--- config.mk ---
export PLATFORM = sky130hd
export DESIGN_NAME = sttm_top
export DESIGN_NICKNAME = d
export VERILOG_FILES = /design/src/sttm_pkg.sv /design/src/sttm_top.sv
export SDC_FILE = /design/constraint.sdc
export NUM_CORES = 1
export LEC_CHECK = 0
export BUFFER_PORTS_ARGS = -buffer_cell sky130_fd_sc_hd__buf_2
export CAP_MARGIN = 20
export CORE_AREA = 2 2 265 267
export CTS_BUF_LIST = sky130_fd_sc_hd__clkbuf_8
export CTS_CLUSTER_SIZE = 16
export DETAILED_ROUTE_END_ITERATION = 12
export DIE_AREA = 0 0 267 269
export GPL_TIMING_DRIVEN = 0
export MAX_ROUTING_LAYER = met4
export PLACE_DENSITY_LB_ADDON = 0.08
export RECOVER_POWER = 100
export REMOVE_ABC_BUFFERS = 1
export SYNTH_ARGS = -nofsm -noshare
export SYNTH_HDL_FRONTEND = slang
export SYNTH_SLANG_ARGS = --single-unit
export TNS_END_PERCENT = 100
--- constraint.sdc ---
create_clock -name SYS_CLK -period 21.8 [get_ports SYS_CLK]
set_input_delay 4.36 -clock SYS_CLK [delete_from_list [all_inputs] [get_ports SYS_CLK]]
set_output_delay 4.36 -clock SYS_CLK [all_outputs]
set_load 0.03 [all_outputs]
--- src/sttm_pkg.sv ---
// constants and types for the safety tap channel monitor
package sttm_pkg;

  // ==========================================================
  // channels and nodes
  localparam int NUM_CH = 3;
  localparam int MAX_NODES = 32;
  localparam int CNT_W = 6;
  localparam int L2_ONLY_CH = 2;

  // ==========================================================
  // timing
  localparam int CLK_MHZ = 200;
  localparam int CLK_PERIOD_NS = 5;
  localparam int TICK_US = 1000;
  localparam int TICK_CYCLES_DEF = TICK_US * CLK_MHZ;
  localparam int TICK_W = 18;
  localparam int DISC_S = 3;
  localparam int SIM_S = 10;
  localparam int TMR_W = 14;
  localparam logic [TMR_W-1:0] DISC_TICKS = TMR_W'(DISC_S * 1000000 / TICK_US);
  localparam logic [TMR_W-1:0] SIM_TICKS = TMR_W'(SIM_S * 1000000 / TICK_US);
  localparam int PULSE_NS = 1000;
  localparam logic [TICK_W-1:0] PULSE_CYCLES = TICK_W'(PULSE_NS / CLK_PERIOD_NS);

  // ==========================================================
  // register offsets
  localparam logic [7:0] CTRL_OFF = 8'h00;
  localparam logic [7:0] FWCMD_OFF = 8'h04;
  localparam logic [7:0] STAT_OFF = 8'h08;
  localparam logic [7:0] TAPSTAT_OFF = 8'h0C;
  localparam logic [7:0] NODECNT_OFF = 8'h10;
  localparam logic [7:0] DIAGDIS_OFF = 8'h20;

  // ==========================================================
  // field positions and reset values
  localparam int CTRL_DIAG_BIT = 0;
  localparam logic CTRL_DIAG_RST = 1'b1;
  localparam int FW_SELF_BIT = 3;
  localparam int FW_DONE_BIT = 4;
  localparam int STAT_MODE_POS = 0;
  localparam int STAT_OUT_POS = 8;
  localparam int STAT_L2_POS = 12;
  localparam int STAT_REFUSED_BIT = 15;
  localparam int STAT_BAD_POS = 16;
  localparam int NODECNT_L2MASK_POS = 8;

  // ==========================================================
  // types
  typedef enum logic [1:0] {MODE_STARTUP, MODE_OPER, MODE_SAFE, MODE_FWUPD} sttm_mode_type;
  typedef enum logic [1:0] {TAP_SAFE, TAP_OPER, TAP_FAULT} sttm_tap_type;

endpackage

--- src/sttm_top.sv ---
// safety tap channel monitor: channel modes, tap supervision, apb registers
//
// Local design decisions: the address map and register access over APB.
`timescale 1ns/10ps
module sttm_top #(
  parameter int unsigned TICK_CYCLES = sttm_pkg::TICK_CYCLES_DEF // system cycles per timer tick
) (
  input wire logic SYS_CLK, // system clock
  input wire logic RST, // synchronous reset, high
  input wire logic PSEL, // apb select
  input wire logic PENABLE, // apb enable
  input wire logic PWRITE, // apb direction
  input wire logic [7:0] PADDR, // apb byte address
  input wire logic [31:0] PWDATA, // apb write data
  output logic [31:0] PRDATA, // apb read data
  output logic PREADY, // apb ready
  output logic PSLVERR, // apb error on unmapped address
  input wire logic [sttm_pkg::NUM_CH-1:0][31:0] NODE_PRESENT, // nodes answering at start up
  input wire logic [sttm_pkg::NUM_CH-1:0][31:0] NODE_LEVEL2, // node speaks level 2.0
  input wire logic [sttm_pkg::NUM_CH-1:0][31:0] NODE_VALID, // node safety condition valid
  output logic [sttm_pkg::NUM_CH-1:0] CH_STATUS, // safety status per channel
  output logic [sttm_pkg::NUM_CH-1:0][31:0] DIAG_EN, // automatic diagnostics per node
  input wire logic [1:0] DSOS_IN, // dual_switched_output_signal inputs
  output logic DSOS_RED, // dual tap indicator red
  output logic DSOS_GREEN, // dual tap indicator green
  output logic [1:0] DCT_DRIVE, // dry_contact_input_tap 24V drive
  input wire logic [1:0] DCT_MON, // dry contact monitoring inputs
  output logic DCT_RED, // dry tap indicator red
  output logic DCT_GREEN, // dry tap indicator green
  input wire logic PASS_LINK_IN, // passive tap link side in
  output logic PASS_DEV_OUT, // passive tap device side out
  input wire logic PASS_DEV_IN, // passive tap device side in
  output logic PASS_LINK_OUT // passive tap link side out
);
  import sttm_pkg::*;

  // ==========================================================
  // state
  typedef struct packed {
    sttm_mode_type [NUM_CH-1:0] mode;
    logic [NUM_CH-1:0][CNT_W-1:0] cnt;
    logic [NUM_CH-1:0][31:0] l2;
    logic [NUM_CH-1:0][31:0] dis;
    logic diag_on;
    logic refused;
    logic [TICK_W-1:0] tick_cnt;
    sttm_tap_type ds_st;
    logic [TMR_W-1:0] ds_tmr;
    logic ds_seen_low;
    sttm_tap_type dc_st;
    logic [TMR_W-1:0] dc_tmr;
    logic dc_seen_open;
    logic [1:0] dc_closed;
    logic pass_dev;
    logic pass_link;
    logic [31:0] prdata;
    logic slverr;
  } sttm_state_type;

  sttm_state_type st_reg;
  sttm_state_type st_next;

  // ==========================================================
  // helpers
  function automatic logic [CNT_W-1:0] sttm_seq_count(input logic [31:0] m);
    logic [CNT_W-1:0] n;
    logic run;
    n = '0;
    run = 1'b1;
    for (int i = 0; i < MAX_NODES; i++) begin
      if (run && m[i]) begin
        n = n + CNT_W'(1);
      end else begin
        run = 1'b0;
      end
    end
    return n;
  endfunction

  function automatic logic [31:0] sttm_cnt_mask(input logic [CNT_W-1:0] n);
    logic [31:0] m;
    m = '0;
    for (int i = 0; i < MAX_NODES; i++) begin
      m[i] = (CNT_W'(i) < n);
    end
    return m;
  endfunction

  // ==========================================================
  // per channel decode
  logic [NUM_CH-1:0][31:0] pres;
  logic [NUM_CH-1:0] all_l2;
  logic [NUM_CH-1:0] all_valid;
  logic [NUM_CH-1:0] ch_bad;

  for (genvar c = 0; c < NUM_CH; c++) begin : g_ch
    assign pres[c] = sttm_cnt_mask(st_reg.cnt[c]);
    assign all_l2[c] = &(st_reg.l2[c] | ~pres[c]);
    assign all_valid[c] = &(NODE_VALID[c] | ~pres[c]);
    if (c == L2_ONLY_CH) begin : g_l2only
      assign ch_bad[c] = ~all_l2[c];
    end else begin : g_mixed
      assign ch_bad[c] = 1'b0;
    end
    assign CH_STATUS[c] = (st_reg.mode[c] == MODE_OPER);
    assign DIAG_EN[c] = {32{st_reg.diag_on & all_l2[c]}} & pres[c] & st_reg.l2[c]
      & ~st_reg.dis[c];
  end

  // ==========================================================
  // apb decode
  logic wr_en;
  logic rd_setup;
  logic mapped;
  logic [NUM_CH-1:0] fw_node_req;
  logic fw_self_req;
  logic fw_done;
  logic all_safe;

  assign wr_en = PSEL & PENABLE & PWRITE;
  assign rd_setup = PSEL & ~PENABLE;
  assign mapped = (PADDR == CTRL_OFF) || (PADDR == FWCMD_OFF) || (PADDR == STAT_OFF)
    || (PADDR == TAPSTAT_OFF) || (PADDR == NODECNT_OFF) || (PADDR == NODECNT_OFF + 8'h04)
    || (PADDR == NODECNT_OFF + 8'h08) || (PADDR == DIAGDIS_OFF)
    || (PADDR == DIAGDIS_OFF + 8'h04) || (PADDR == DIAGDIS_OFF + 8'h08);
  assign fw_node_req = (wr_en && PADDR == FWCMD_OFF) ? PWDATA[NUM_CH-1:0] : '0;
  assign fw_self_req = wr_en && PADDR == FWCMD_OFF && PWDATA[FW_SELF_BIT];
  assign fw_done = wr_en && PADDR == FWCMD_OFF && PWDATA[FW_DONE_BIT];

  always_comb begin
    all_safe = 1'b1;
    for (int c = 0; c < NUM_CH; c++) begin
      if (st_reg.mode[c] != MODE_SAFE) begin
        all_safe = 1'b0;
      end
    end
  end

  // ==========================================================
  // tap input conditions
  logic tick;
  logic pulse_on;
  logic pulse_end;
  logic ds_agree;
  logic dc_agree;
  logic [1:0] dc_closed_now;

  assign tick = (st_reg.tick_cnt == TICK_W'(TICK_CYCLES - 1));
  assign pulse_on = (st_reg.tick_cnt < PULSE_CYCLES);
  assign pulse_end = (st_reg.tick_cnt == PULSE_CYCLES - TICK_W'(1));
  assign ds_agree = (DSOS_IN[0] == DSOS_IN[1]);
  assign dc_closed_now = pulse_on ? st_reg.dc_closed : DCT_MON;
  assign dc_agree = (dc_closed_now[0] == dc_closed_now[1]);

  // ==========================================================
  // next state
  always_comb begin
    st_next = st_reg;
    st_next.tick_cnt = tick ? '0 : st_reg.tick_cnt + TICK_W'(1);
    st_next.pass_dev = PASS_LINK_IN;
    st_next.pass_link = PASS_DEV_IN;

    // channel modes
    for (int c = 0; c < NUM_CH; c++) begin
      unique case (st_reg.mode[c])
        MODE_STARTUP: begin
          st_next.cnt[c] = sttm_seq_count(NODE_PRESENT[c]);
          st_next.l2[c] = NODE_LEVEL2[c];
          st_next.mode[c] = MODE_SAFE;
        end
        MODE_FWUPD: begin
          if (fw_done) begin
            st_next.mode[c] = MODE_SAFE;
          end
        end
        MODE_OPER, MODE_SAFE: begin
          if ((fw_self_req && all_safe) || (fw_node_req[c] && st_reg.mode[c] == MODE_SAFE)) begin
            st_next.mode[c] = MODE_FWUPD;
          end else if (st_reg.cnt[c] != '0 && all_valid[c] && !ch_bad[c]) begin
            st_next.mode[c] = MODE_OPER;
          end else begin
            st_next.mode[c] = MODE_SAFE;
          end
        end
      endcase
    end

    // registers written by software
    if (wr_en && PADDR == CTRL_OFF) begin
      st_next.diag_on = PWDATA[CTRL_DIAG_BIT];
    end
    for (int c = 0; c < NUM_CH; c++) begin
      if (wr_en && PADDR == DIAGDIS_OFF + 8'(4 * c)) begin
        st_next.dis[c] = PWDATA;
      end
    end
    if (wr_en && PADDR == STAT_OFF && PWDATA[STAT_REFUSED_BIT]) begin
      st_next.refused = 1'b0;
    end
    for (int c = 0; c < NUM_CH; c++) begin
      if (fw_node_req[c] && st_reg.mode[c] != MODE_SAFE) begin
        st_next.refused = 1'b1;
      end
    end
    if (fw_self_req && !all_safe) begin
      st_next.refused = 1'b1;
    end

    // dual output tap, inputs only observed, never tested
    if (ds_agree || st_reg.ds_st == TAP_FAULT) begin
      st_next.ds_tmr = '0;
    end else if (tick && st_reg.ds_tmr != DISC_TICKS) begin
      st_next.ds_tmr = st_reg.ds_tmr + TMR_W'(1);
    end
    unique case (st_reg.ds_st)
      TAP_SAFE, TAP_OPER: begin
        if (!ds_agree && st_reg.ds_tmr == DISC_TICKS) begin
          st_next.ds_st = TAP_FAULT;
          st_next.ds_seen_low = 1'b0;
        end else if (DSOS_IN == 2'h3) begin
          st_next.ds_st = TAP_OPER;
        end else begin
          st_next.ds_st = TAP_SAFE;
        end
      end
      TAP_FAULT: begin
        if (DSOS_IN == 2'h0) begin
          st_next.ds_seen_low = 1'b1;
        end else if (st_reg.ds_seen_low && DSOS_IN == 2'h3) begin
          st_next.ds_st = TAP_OPER;
        end
      end
      default: begin
        st_next.ds_st = TAP_SAFE;
      end
    endcase

    // dry contact tap
    if (!pulse_on) begin
      st_next.dc_closed = DCT_MON;
    end
    if (st_reg.dc_st == TAP_FAULT) begin
      if (st_reg.dc_seen_open && tick && st_reg.dc_tmr != SIM_TICKS) begin
        st_next.dc_tmr = st_reg.dc_tmr + TMR_W'(1);
      end
    end else if (dc_agree) begin
      st_next.dc_tmr = '0;
    end else if (tick && st_reg.dc_tmr != SIM_TICKS) begin
      st_next.dc_tmr = st_reg.dc_tmr + TMR_W'(1);
    end
    unique case (st_reg.dc_st)
      TAP_SAFE, TAP_OPER: begin
        if ((pulse_end && DCT_MON != 2'h0) || (!dc_agree && st_reg.dc_tmr == SIM_TICKS)) begin
          st_next.dc_st = TAP_FAULT;
          st_next.dc_seen_open = 1'b0;
          st_next.dc_tmr = '0;
        end else if (dc_closed_now == 2'h3) begin
          st_next.dc_st = TAP_OPER;
        end else begin
          st_next.dc_st = TAP_SAFE;
        end
      end
      TAP_FAULT: begin
        if (dc_closed_now == 2'h0) begin
          st_next.dc_seen_open = 1'b1;
          st_next.dc_tmr = '0;
        end else if (st_reg.dc_seen_open && st_reg.dc_tmr == SIM_TICKS) begin
          st_next.dc_seen_open = 1'b0;
        end else if (st_reg.dc_seen_open && dc_closed_now == 2'h3 && !pulse_on) begin
          st_next.dc_st = TAP_OPER;
          st_next.dc_tmr = '0;
        end
      end
      default: begin
        st_next.dc_st = TAP_SAFE;
      end
    endcase

    // read data captured in the setup phase
    if (rd_setup) begin
      st_next.slverr = ~mapped;
      st_next.prdata = '0;
      if (PADDR == CTRL_OFF) begin
        st_next.prdata[CTRL_DIAG_BIT] = st_reg.diag_on;
      end else if (PADDR == STAT_OFF) begin
        for (int c = 0; c < NUM_CH; c++) begin
          st_next.prdata[STAT_MODE_POS + 2 * c +: 2] = st_reg.mode[c];
          st_next.prdata[STAT_OUT_POS + c] = CH_STATUS[c];
          st_next.prdata[STAT_L2_POS + c] = all_l2[c];
          st_next.prdata[STAT_BAD_POS + c] = ch_bad[c];
        end
        st_next.prdata[STAT_REFUSED_BIT] = st_reg.refused;
      end else if (PADDR == TAPSTAT_OFF) begin
        st_next.prdata[3:0] = {st_reg.dc_st, st_reg.ds_st};
      end
      for (int c = 0; c < NUM_CH; c++) begin
        if (PADDR == NODECNT_OFF + 8'(4 * c)) begin
          st_next.prdata[CNT_W-1:0] = st_reg.cnt[c];
          st_next.prdata[NODECNT_L2MASK_POS +: 16] = st_reg.l2[c][15:0] & pres[c][15:0];
        end
        if (PADDR == DIAGDIS_OFF + 8'(4 * c)) begin
          st_next.prdata = st_reg.dis[c];
        end
      end
    end
  end

  // ==========================================================
  // state register
  always_ff @(posedge SYS_CLK) begin
    if (RST) begin
      st_reg <= '0;
      st_reg.diag_on <= CTRL_DIAG_RST;
      st_reg.mode <= {NUM_CH{MODE_STARTUP}};
      st_reg.ds_st <= TAP_SAFE;
      st_reg.dc_st <= TAP_SAFE;
    end else begin
      st_reg <= st_next;
    end
  end

  // ==========================================================
  // outputs
  assign PRDATA = st_reg.prdata;
  assign PREADY = 1'b1;
  assign PSLVERR = PSEL & PENABLE & st_reg.slverr;
  assign DSOS_RED = (st_reg.ds_st != TAP_OPER);
  assign DSOS_GREEN = (st_reg.ds_st == TAP_OPER);
  assign DCT_DRIVE = pulse_on ? 2'h0 : 2'h3;
  assign DCT_RED = (st_reg.dc_st != TAP_OPER);
  assign DCT_GREEN = (st_reg.dc_st == TAP_OPER);
  assign PASS_DEV_OUT = st_reg.pass_dev;
  assign PASS_LINK_OUT = st_reg.pass_link;

endmodule

### After elaboration in Yosys (flattened, before gate mapping)

Index checks and enable logic that the tools add are counted.

| word-level totals | value |
|---|---|
| logic and storage cells | 913 |
| memories kept | 0 |
| bits of input ports | 339 |
| memory bits (read-only) | 0 |
| bits in latches | 0 |
| RAM bits | 0 |
| output and inout port bits | 141 |
| register bits | 307 |

| operators by class | value |
|---|---|
| multipliers | 0 |
| mux-type cells | 436 |
| bitwise logic cells | 34 |
| reductions and logical operators | 175 |
| add/sub/neg operators | 96 |
| equality and inequality tests | 49 |
| shifts and indexed selects | 0 |
| $lt $le $gt $ge | 97 |
| divide/modulo/power cells | 0 |

Operator list:

| cell | count |
|---|---|
| 6-bit two-way mux | 189 |
| 6-bit by 1-bit adder with 6-bit output (second input constant) | 93 |
| 32-bit AND | 9 |
| 5-bit by 6-bit < comparator with 1-bit output (first input constant) | 48 |
| 1-bit two-way mux | 203 |
| 32-bit inverter | 6 |
| 32-bit bitwise OR | 6 |
| 32-bit AND reduction | 6 |
| 4-bit by 6-bit < comparator with 1-bit output (first input constant) | 24 |
| 1-bit logical AND | 125 |
| 32-bit two-way mux | 3 |
| 16-bit two-way mux | 5 |
| 3-bit by 6-bit < comparator with 1-bit output (first input constant) | 12 |
| 14-bit two-way mux | 4 |
| 16-bit AND | 3 |
| 1-bit by 6-bit < comparator with 1-bit output (first input constant) | 6 |
| 2-bit by 6-bit < comparator with 1-bit output (first input constant) | 6 |
| 15-bit two-way mux | 2 |
| 2-bit two-way mux | 15 |
| 15-bit one-hot mux with 2 select lines | 1 |
| 14-bit by 1-bit adder with 14-bit output (second input constant) | 2 |
| 8-bit by 5-bit == test with 1-bit output (second input constant) | 3 |
| 8-bit by 6-bit == test with 1-bit output (second input constant) | 3 |
| 2-bit != test (second input constant) | 11 |
| other kinds (34) | 102 |

### Longest topological paths before layout

Gate-level depths: netlist of run 1.

| logic depth | value |
|---|---|
| depth in word-level cells | 94 |
| gate-level depth with buffers | 77 |
| depth with buffers taken out | 76 |

### Worst setup path before layout of run 1

OpenSTA, ideal clock, no wires.

| timing | value |
|---|---|
| path type | in2reg |
| start | input NODE_PRESENT[2] in the netlist's numbering |
| end | register st_reg[288] in the netlist's numbering |
| path buffers | 1 |
| arrival | 16.259 ns |
| cell stages on the path | 71 |
| setup slack | 5.470 ns |
| library setup time | 0.070 ns |
| required time | 21.730 ns |
| cells stage by stage | inv_1 -> a21boi_0 -> ha_1 -> o31a_1 -> ha_1 -> nand2_1 -> a31oi_1 -> ha_1 -> o21a_1 -> ha_1 -> nand2b_1 -> a31oi_1 -> a21boi_0 -> ha_1 -> nand2_1 -> inv_1 -> a311o_1 -> nand3_1 -> [35 not listed] -> a21oi_1 -> a21oi_1 -> o21ai_0 -> ha_1 -> mux2i_1 -> o21ai_0 -> ha_1 -> mux2_2 -> ha_1 -> and3_1 -> nand4b_1 -> a31oi_1 -> or3_1 -> a21o_1 -> and4b_1 -> xnor3_1 -> nand2b_1 -> a21oi_1 |

| between the ends | value |
|---|---|
| cells in the longest elaborated chain, start to end | 89 |
| elaborated cells on any way between the ends | 176 |
| classes of those cells | 29 x add/sub; 117 x mux; 30 x reduce/logical |

RTL lines:

| item | RTL line | source |
|---|---|---|
| from (decl) | sttm_top.sv:18 | `input wire logic [sttm_pkg::NUM_CH-1:0][31:0] NODE_PRESENT,` |
| 1-bit logical AND * | sttm_top.sv:71 | `if (run && m[i]) begin` |
| 6-bit two-way mux / 1-bit two-way mux (equally long branches) | sttm_top.sv:71 |  |
| 6-bit two-way mux / 1-bit two-way mux (equally long branches) | sttm_top.sv:165 | `unique case (st_reg.mode[c])` |
| 6-bit by 1-bit adder with 6-bit output / 1-bit logical AND (equally long branches) | sttm_top.sv:72, sttm_top.sv:71 |  |
| 6-bit two-way mux / 1-bit two-way mux (equally long branches) | sttm_top.sv:71 |  |
| 6-bit two-way mux / 1-bit two-way mux (equally long branches) | sttm_top.sv:165 |  |
| 6-bit by 1-bit adder with 6-bit output / 1-bit logical AND (equally long branches) | sttm_top.sv:72, sttm_top.sv:71 |  |
| 6-bit two-way mux / 1-bit two-way mux (equally long branches) | sttm_top.sv:71 |  |
| [73 not listed] | n/a |  |
| 6-bit by 1-bit adder with 6-bit output / 1-bit logical AND (equally long branches) | sttm_top.sv:72, sttm_top.sv:71 |  |
| 6-bit two-way mux / 1-bit two-way mux (equally long branches) | sttm_top.sv:71 |  |
| 6-bit two-way mux / 1-bit two-way mux (equally long branches) | sttm_top.sv:165 |  |
| 6-bit by 1-bit adder with 6-bit output / 1-bit logical AND (equally long branches) | sttm_top.sv:72, sttm_top.sv:71 |  |
| 6-bit two-way mux / 1-bit two-way mux (equally long branches) | sttm_top.sv:71 |  |
| 6-bit two-way mux / 1-bit two-way mux (equally long branches) | sttm_top.sv:165 |  |
| 6-bit by 1-bit adder with 6-bit output / 1-bit logical AND (equally long branches) | sttm_top.sv:72, sttm_top.sv:71 |  |
| 6-bit two-way mux * | sttm_top.sv:71 |  |
| to (signal assigned) | sttm_top.sv:318 | `st_reg <= st_next;` |
| to (decl) | sttm_top.sv:60 | `sttm_state_type st_reg;` |

Mark *: on every way between the ends. The rest lies on a longest branch, timed or not. The select of a mux whose other input is x is not followed.
A chain may end at the register's enable or synchronous reset.

### Final worst setup path of run 1

Same ends and word-level chain as after synthesis.

==> summary by stage, run 1 <==
Cells and area
The count of nets after finishing is 4,544. The post-route netlist has 13.0% of its cells at a drive strength greater than 1. Relative to the synthesized area, the layout overhead comes to 14.1%. The number of standard cells in the final layout excluding fillers is 5,090. The number of flip-flops in the largest register is 273. The final standard cell utilization of the core is 45.0%.

Detailed routing
The total via count after detailed routing is 29,200. Once detail routing completed, the nets flagged for antenna violations numbered 0. After detailed routing, the number of vias per cell comes to 5.73.

The routed wire length per instance is 21.7 µm. For this block, the initial DRC count from the detailed router was 2,373. The number of DRC violations after detailed routing is 0.

Before antenna repair, the detailed router went through 6 iterations. The total routed wirelength is 111 mm.

Die
The horizontal extent of the die is 267 µm. The total die area is 71,800 µm². The number of rows created at floorplan is 97. The core footprint is 69,300 µm². For this configuration, the core starts out at a cell density of 39.4%. In this run the count of I/O pins placed on the die edge is 480. The die is 269 µm tall.

Synth
The synthesized design devotes to its leading area cell type 22.5% of total area. The count of different cell masters after synthesis is 116. In this run, synthesis produced a sequential element count of 307. The most frequent cell after synthesis is nand2_1.

The average footprint of a synthesized cell is 7.24 µm². For this run, the number of Yosys warnings is 0. The number of enable-type register cells in the synthesized netlist is 0. Counting instances in the post-synthesis netlist gives the leading cell types as nand2_1 (527), nor2_1 (437), dfxtp_1 (307), a21oi_1 (280), o21ai_0 (197). dfxtp_1 takes more of the synthesized area than any other cell. The number of standard cells after synthesis is 3,769. After synthesis, the share of flip-flops with an asynchronous set or reset is 0%. The most frequently used flop master after synthesis is dfxtp_1. The sequential share of the synthesized area is 22.5%.

The synthesized cell area is 27,300 µm². Sorting the synthesized cells by area gives the leading types as dfxtp_1 (23%), nand2_1 (7.2%), nor2_1 (6.0%), mux2i_1 (5.6%), a21oi_1 (5.1%).

Placed design
The congestion estimate from routability-driven global placement came to 0.971. The final HPWL from detailed placement is 87.6 mm. Including well taps, the total number of placed cells is 4,979. Input and output buffers added on the ports amount to 478.

Clock network
The master cell of the clock root buffer is clkbuf_8. The number of sinks driven by the clock tree is 307. The clock tree from TritonCTS is done. At the later pin of the worst-skew pair, clock insertion delay measures 690 ps. In this run, post-CTS hold repair placed 0 buffers.

Counting along the longest clock path gives a buffer depth of 3. The number of resized instances in the post-cts repair step is 0. The count of H-tree levels built during CTS is 2. Clock-pin slew was measured on the worst setup and hold paths at 60 ps. The total CTS buffers is 53.

After clock tree synthesis, the setup repair step added 0 buffers.

STA
The final number of hold-violating endpoints was 0. The final-report max-slew violation count is 298. Adding up every negative setup slack in the final design gives 0 ps. The worst clock skew is 73.6 ps.

The setup-violating endpoint count in the final report is 0. The achievable clock frequency is 55.1 MHz. The clock period minus final worst setup slack is 18,140 ps.

Setup repair after global routing left no endpoint under its margin. For the pin with the worst max-slew slack, the measured transition is 6100 ps. The normalized max-slew margin is -307%.

The part of the cycle the worst path needs is 83.2%.

Critical path
The master of the slowest instance on the critical path is ha_1. The worst endpoint data arrival time is 18,460 ps. The endpoint required time on the critical path is 22,120 ps. The cell seen most often among critical-path stages is ha_1. The source of the worst register-to-register timing path is st_reg[300].

For flop-to-flop paths, the worst setup slack is 17,460 ps. The timing endpoint of the critical path is st_reg[288]. The number of cells traversed by the worst register-to-register path is 10.

The sort of element at the end of the critical path is a flop. Tracing the worst setup path back leads to its startpoint at NODE_PRESENT[2]. The kind of start point of the critical path is an input pin. The end of the worst register-to-register path is PRDATA[18]. The critical-path maximum fanout is 8. By startpoint and endpoint, the worst setup path is classified as input pin to flop. For this run, the slowest stage of the critical path takes 400 ps.

Global routing
The first global-routing pass estimated 164 mm of wire. The overall overflow remaining after global route is 0. Global routing used 30.4% of the available tracks. The number of antenna violations at the first check in global routing was 29. Entering global routing, the biggest net connects 135 pins. The via count of the first global-routing pass is 27,300.

Power and ir drop
The static leakage is 12.0 nW. The ratio of total power to cell area is 46.9 nW/µm². VDD sags by at most 46.7 µV.

Outcome
The flow ran to the end, but the final reports show violations. The checks that failed: capacitance limit, slew limit.

Hold path
The classification of the worst-slack hold path is flop to flop. The worst hold path depth is 1.

Flow run
The number of max-cap violations is 4.
[critical path: cells and delay by family]
| kind | cells | cell delay, ps |
|---|---|---|
| compound gates | 30 | 5340 |
| fa+ha+maj | 16 | 5190 |
| simple gates | 14 | 1920 |
| mux | 7 | 1010 |
| buf+inv | 3 | 370 |
| xor+xnor | 1 | 280 |
[cells in the final DEF, fill, tap and decap left out, types with 42 or more instances in the layout]
master | netlist | final
nand4_1 | 45 | 45
a21oi_1 | 280 | 280
nor4_1 | 42 | 42
nand2_1 | 527 | 527
o21ai_0 | 197 | 198
buf_2 | 10 | 342
nor3_1 | 126 | 125
and2_1 | 53 | 50
clkbuf_1 | 163 | 142
xor2_1 | 75 | 75
nand3_1 | 136 | 136
dfxtp_1 | 307 | 307
inv_1 | 112 | 122
nand2b_1 | 59 | 59
o22ai_1 | 60 | 60
xnor2_1 | 111 | 111
ha_1 | 108 | 105
clkbuf_8 | 0 | 63
nor4b_1 | 51 | 51
and3_1 | 57 | 57
nor2_1 | 437 | 431
mux2i_1 | 152 | 152
[cell type report]
cell class	instances	area, µm²
fill	7441	38100
clock inverter	22	225
sequential	307	6150
inverter	114	430
clock buffer	63	867
multi-input combinational	3125	19800
timing repair buffer	496	2460
antenna	23	57.6
tap	940	1180
[routing by layer]
metal / global-route usage, % / wire (µm) / vias to the layer above
li1: - / - / 14300
met1: 39.9 / 49300 / 13700
met2: 46.2 / 48500 / 1075
met3: 6.64 / 9170 / 176
met4: 10.2 / 3540 / 0
met5: - / 0 / -
[kinds of logic (layout without fill, tap and decap cells)]
logic type               count (synthesis)  after routing  synth area share, %
flip-flops                             307            307                 22.5
other                                    1             24               0.0137
AO/OA/AOI/OAI                          906            906                 21.3
adder cells (fa/ha/maj)                113            113                 5.13
buffers and inverters                  337            695                 5.19
XOR/XNOR                               223            223                 8.89
AND/OR/NAND/NOR                       1711           1711                 30.6
multiplexers                           171            171                 6.40
[through the flow]
stage	setup slack [ps]	power (mW)	instance area [µm²]	hold WS, ps
after detailed placement	3360	0.903	30200	448
after floorplan	5520	0.773	26300	426
after global routing	2250	1.53	31200	485
after CTS	4020	1.47	31300	462
after global placement	3200	0.899	29900	442
final	3660	1.46	31200	454
[worst min path at each step]
stage | from | end | slack (ps)
floorplan | st_reg[0] | st_reg[0] | 430
global placement | st_reg[71] | st_reg[71] | 440
detailed placement | st_reg[71] | st_reg[71] | 450
CTS | st_reg[71] | st_reg[71] | 460
global route | st_reg[98] | st_reg[98] | 490
finish | st_reg[71] | st_reg[71] | 450
[where the power goes]
part | internal [mW] | switching, mW | leakage [nW]
registers | 0.579 | 0.0214 | 2.50
logic | 0.111 | 0.180 | 8.90
clock network | 0.309 | 0.260 | 0.604
No activity file was read; power rests on OpenSTA's default activity.
==> inputs of run 2 (changes only) <==
- clock period: 21.8 -> 14.6 ns (I/O delays scaled with it)
==> summary by stage, run 2 (synthesized netlist as in run 1, its figures left out) <==
Outcome
Result of the run: complete, but fails checks (unchanged). Violations in the final reports: capacitance limit, slew limit (unchanged).

Critical path
The endpoint required time on the critical path came to 15,140 ps (was 22,120 ps). The class of the most critical setup path is input pin to flop (unchanged). The source of the worst register-to-register timing path is st_reg[300] (unchanged). The timing endpoint of the critical path is st_reg[288] (unchanged). The critical-path maximum fanout is 6 (was 8). The critical path startpoint is NODE_PRESENT[1] (was NODE_PRESENT[2]). The end of the worst register-to-register path is PRDATA[18] (unchanged).

The master of the slowest instance on the critical path is or3_4 (was ha_1). The sort of element at the end of the critical path is a flop (unchanged). The worst setup slack for register-to-register paths is 10,530 ps (was 17,460 ps). The cell seen most often among critical-path stages is ha_1 (unchanged). The number of cells traversed by the worst register-to-register path is 10 (unchanged). The largest stage delay on the critical path is 380 ps (was 400 ps). The kind of start point of the critical path is an input pin (unchanged). The worst endpoint data arrival time came to 14,710 ps (was 18,460 ps).

Cells and area
The synthesis-to-layout area growth came to 19.4% (was 14.1%). The number of flip-flops in the largest register is 273 (unchanged). The storage element area was 6150 µm² (unchanged). The count of nets after finishing is 4,621 (was 4,544). The final standard cell utilization of the core is 47.0% (was 45.0%). The count of filler cells inserted in the layout came to 7,290 (was 7,441). The total area of multi-input combinational cells came to 20,500 µm² (was 19,800 µm²). The fraction of final layout cells with drive strength greater than 1 was 19.4% (was 13.0%).

The most common cell after layout, fill and taps aside is nand2_1 (unchanged). Most used cells in the layout excluding fill and tap cells: nand2_1 (515), nor2_1 (428), buf_2 (426) (was nand2_1 (527), nor2_1 (431), buf_2 (342)). The number of standard cells in the final layout excluding fillers is 5,172 (was 5,090).

Power and ir drop
The part of the total power dissipated in sequential elements was 39.9% (was 41.1%). The peak supply drop was 68.3 µV (was 46.7 µV). The static leakage is 12.9 nW (was 12.0 nW). The total internal power is 1.53 mW (was 1000 µW).

The power share of the combinational group is 22.2% (was 19.9%). The switching power of the nets is 713 µW (was 461 µW). The total power draw is 2.25 mW (was 1.46 mW). The ratio of total power to cell area is 68.9 nW/µm² (was 46.9 nW/µm²). The clock network fraction of design power is 37.8% (was 38.9%). The fraction of power spent switching nets is 31.7% (was 31.6%).

Placed design
The final HPWL from detailed placement is 87.6 mm (unchanged). The count of input and output buffers is 478 (unchanged). The number of placed instances with taps included is 4,979 (unchanged). The final RePlAce weighted congestion came to 0.971 (unchanged).

Die
The horizontal extent of the die is 267 µm (unchanged). The chip height was 269 µm (unchanged). The core footprint was 69,300 µm² (unchanged). The number of rows created at floorplan is 97 (unchanged).

The number of top-level design ports came to 480 (unchanged). The total die area is 71,800 µm² (unchanged). The initial standard-cell utilization of the core is 39.4% (unchanged).

Detailed routing
The routed wire length per instance is 21.7 µm (about the same). The detailed-router iteration count before antenna repair was 9 (was 6). The ratio of routed vias to standard cells is 5.75 (was 5.73). The number of DRC markers after the initial detailed-route iteration was 2,446 (was 2,373).

The number of routed nets with antenna violations is 0 (unchanged). The total routed wirelength came to 112 mm (was 111 mm). The total via count after detailed routing is 29,800 (was 29,200). The number of DRC violations after detailed routing was 0 (unchanged).

Global routing
The overall overflow remaining after global route is 0 (unchanged). The maximum number of pins on one net before global-route repair is 135 (unchanged). The number of antenna violations at the first check in global routing is 30 (was 29). The wire length of the first global-routing pass came to 165 mm (was 164 mm).

The total routing usage reported by global routing was 30.6% (was 30.4%). The via count of the first global-routing pass is 27,500 (was 27,300).

Clock network
The clock latency at the later pin of the worst-skew pair is 690 ps (about the same). The count of H-tree levels built during CTS is 2 (unchanged). The number of sinks driven by the clock tree is 307 (unchanged). The clock tree from TritonCTS is done (unchanged). The post-cts hold buffer count is 0 (unchanged).

The master cell of the clock root buffer is clkbuf_8 (unchanged). The total CTS buffers came to 53 (unchanged). The maximum root-to-sink buffer count is 3 (unchanged). The post-CTS clock slew at the launch and capture registers of the worst setup and hold paths is 60 ps (about the same).

STA
The setup-violating endpoint count in the final report is 0 (unchanged). The worst path needs 14,170 ps of the cycle, external delays included. The slew at the pin with the worst max-slew slack is 2880 ps (was 6100 ps). RSZ-0062 raised after global routing: true (was false). The worst clock skew came to 69.5 ps (was 73.6 ps). The achievable clock frequency is 70.6 MHz. The part of the cycle the worst path needs is 97.1%.

The final-layout setup total negative slack is 0 ps (unchanged). The final-report max-slew violation count was 98 (was 298). The final number of hold-violating endpoints came to 0 (unchanged). The hold slack is 455 ps (was 454 ps). The normalized max-slew margin was -92.6% (was -307%).

Hold path
The classification of the worst-slack hold path is flop to flop (unchanged).

Flow run
The number of max-cap violations came to 4 (unchanged).
## run 2: changes by cell type in the layout (fill, tap and decap cells not counted), sizes merged
cell and delta:
clkbuf -88, diode +5, buf +165
## run 2: metal layers
layer / track usage [%] / wire (µm) / vias up
met1: 40.1 / 49300 / 14000
met3: 6.43 / 9770 / 196
met5: - / 0 / -
met2: 46.5 / 49400 / 1127
li1: - / - / 14400
met4: 10.5 / 3850 / 0
## run 2: layout make-up
type	count	area share, %
diodes	28	0.215
well taps	940	3.61
clock inverters	22	0.691
repair buffers	573	9.83
flip-flops and latches	307	18.8
clock buffers	63	2.66
multi-input cells	3125	62.8
inverters	114	1.33
## run 2: metrics by stage
stage,cell area (µm²),worst slack (ps)
CTS,31900,6.88
detailed placement,30200,-2400
global placement,29900,-2560
floorplan,26300,-237
global route,32600,-267
finish,32600,429
## run 2: worst min-delay path by stage
stage	start	to	slack [ps]	cells past startpoint
2_1_floorplan	st_reg[0]	st_reg[0]	430	2
3_3_place_gp	st_reg[71]	st_reg[71]	440	1
3_5_place_dp	st_reg[71]	st_reg[71]	450	1
4_1_cts	st_reg[71]	st_reg[71]	460	1
5_1_grt	st_reg[98]	st_reg[98]	490	2
6_report	st_reg[71]	st_reg[71]	450	1
## run 2: power by group through the flow
stage	Clock (mW)	Sequential (mW)	Combinational, mW
2_1_floorplan	0	0.910	0.244
3_3_place_gp	0	0.913	0.430
3_5_place_dp	0	0.913	0.435
4_1_cts	0.865	0.895	0.458
5_1_grt	0.902	0.899	0.544
6_report	0.850	0.897	0.500
## run 2: what timing repair did
action	in CTS	in global routing
setup endpoints to repair	15	15
buffers inserted	33	44
gates resized for setup	69	117
pin swaps	43	111
## run 2: worst max-delay path, delay by kind of cell
kind | cells | cell delay [ps]
multiplexers | 8 | 1380
AO/OA/AOI/OAI | 27 | 3760
buffers and inverters | 7 | 740
XOR/XNOR | 1 | 210
AND/OR/NAND/NOR | 16 | 1870
adder cells (fa/ha/maj) | 14 | 3830
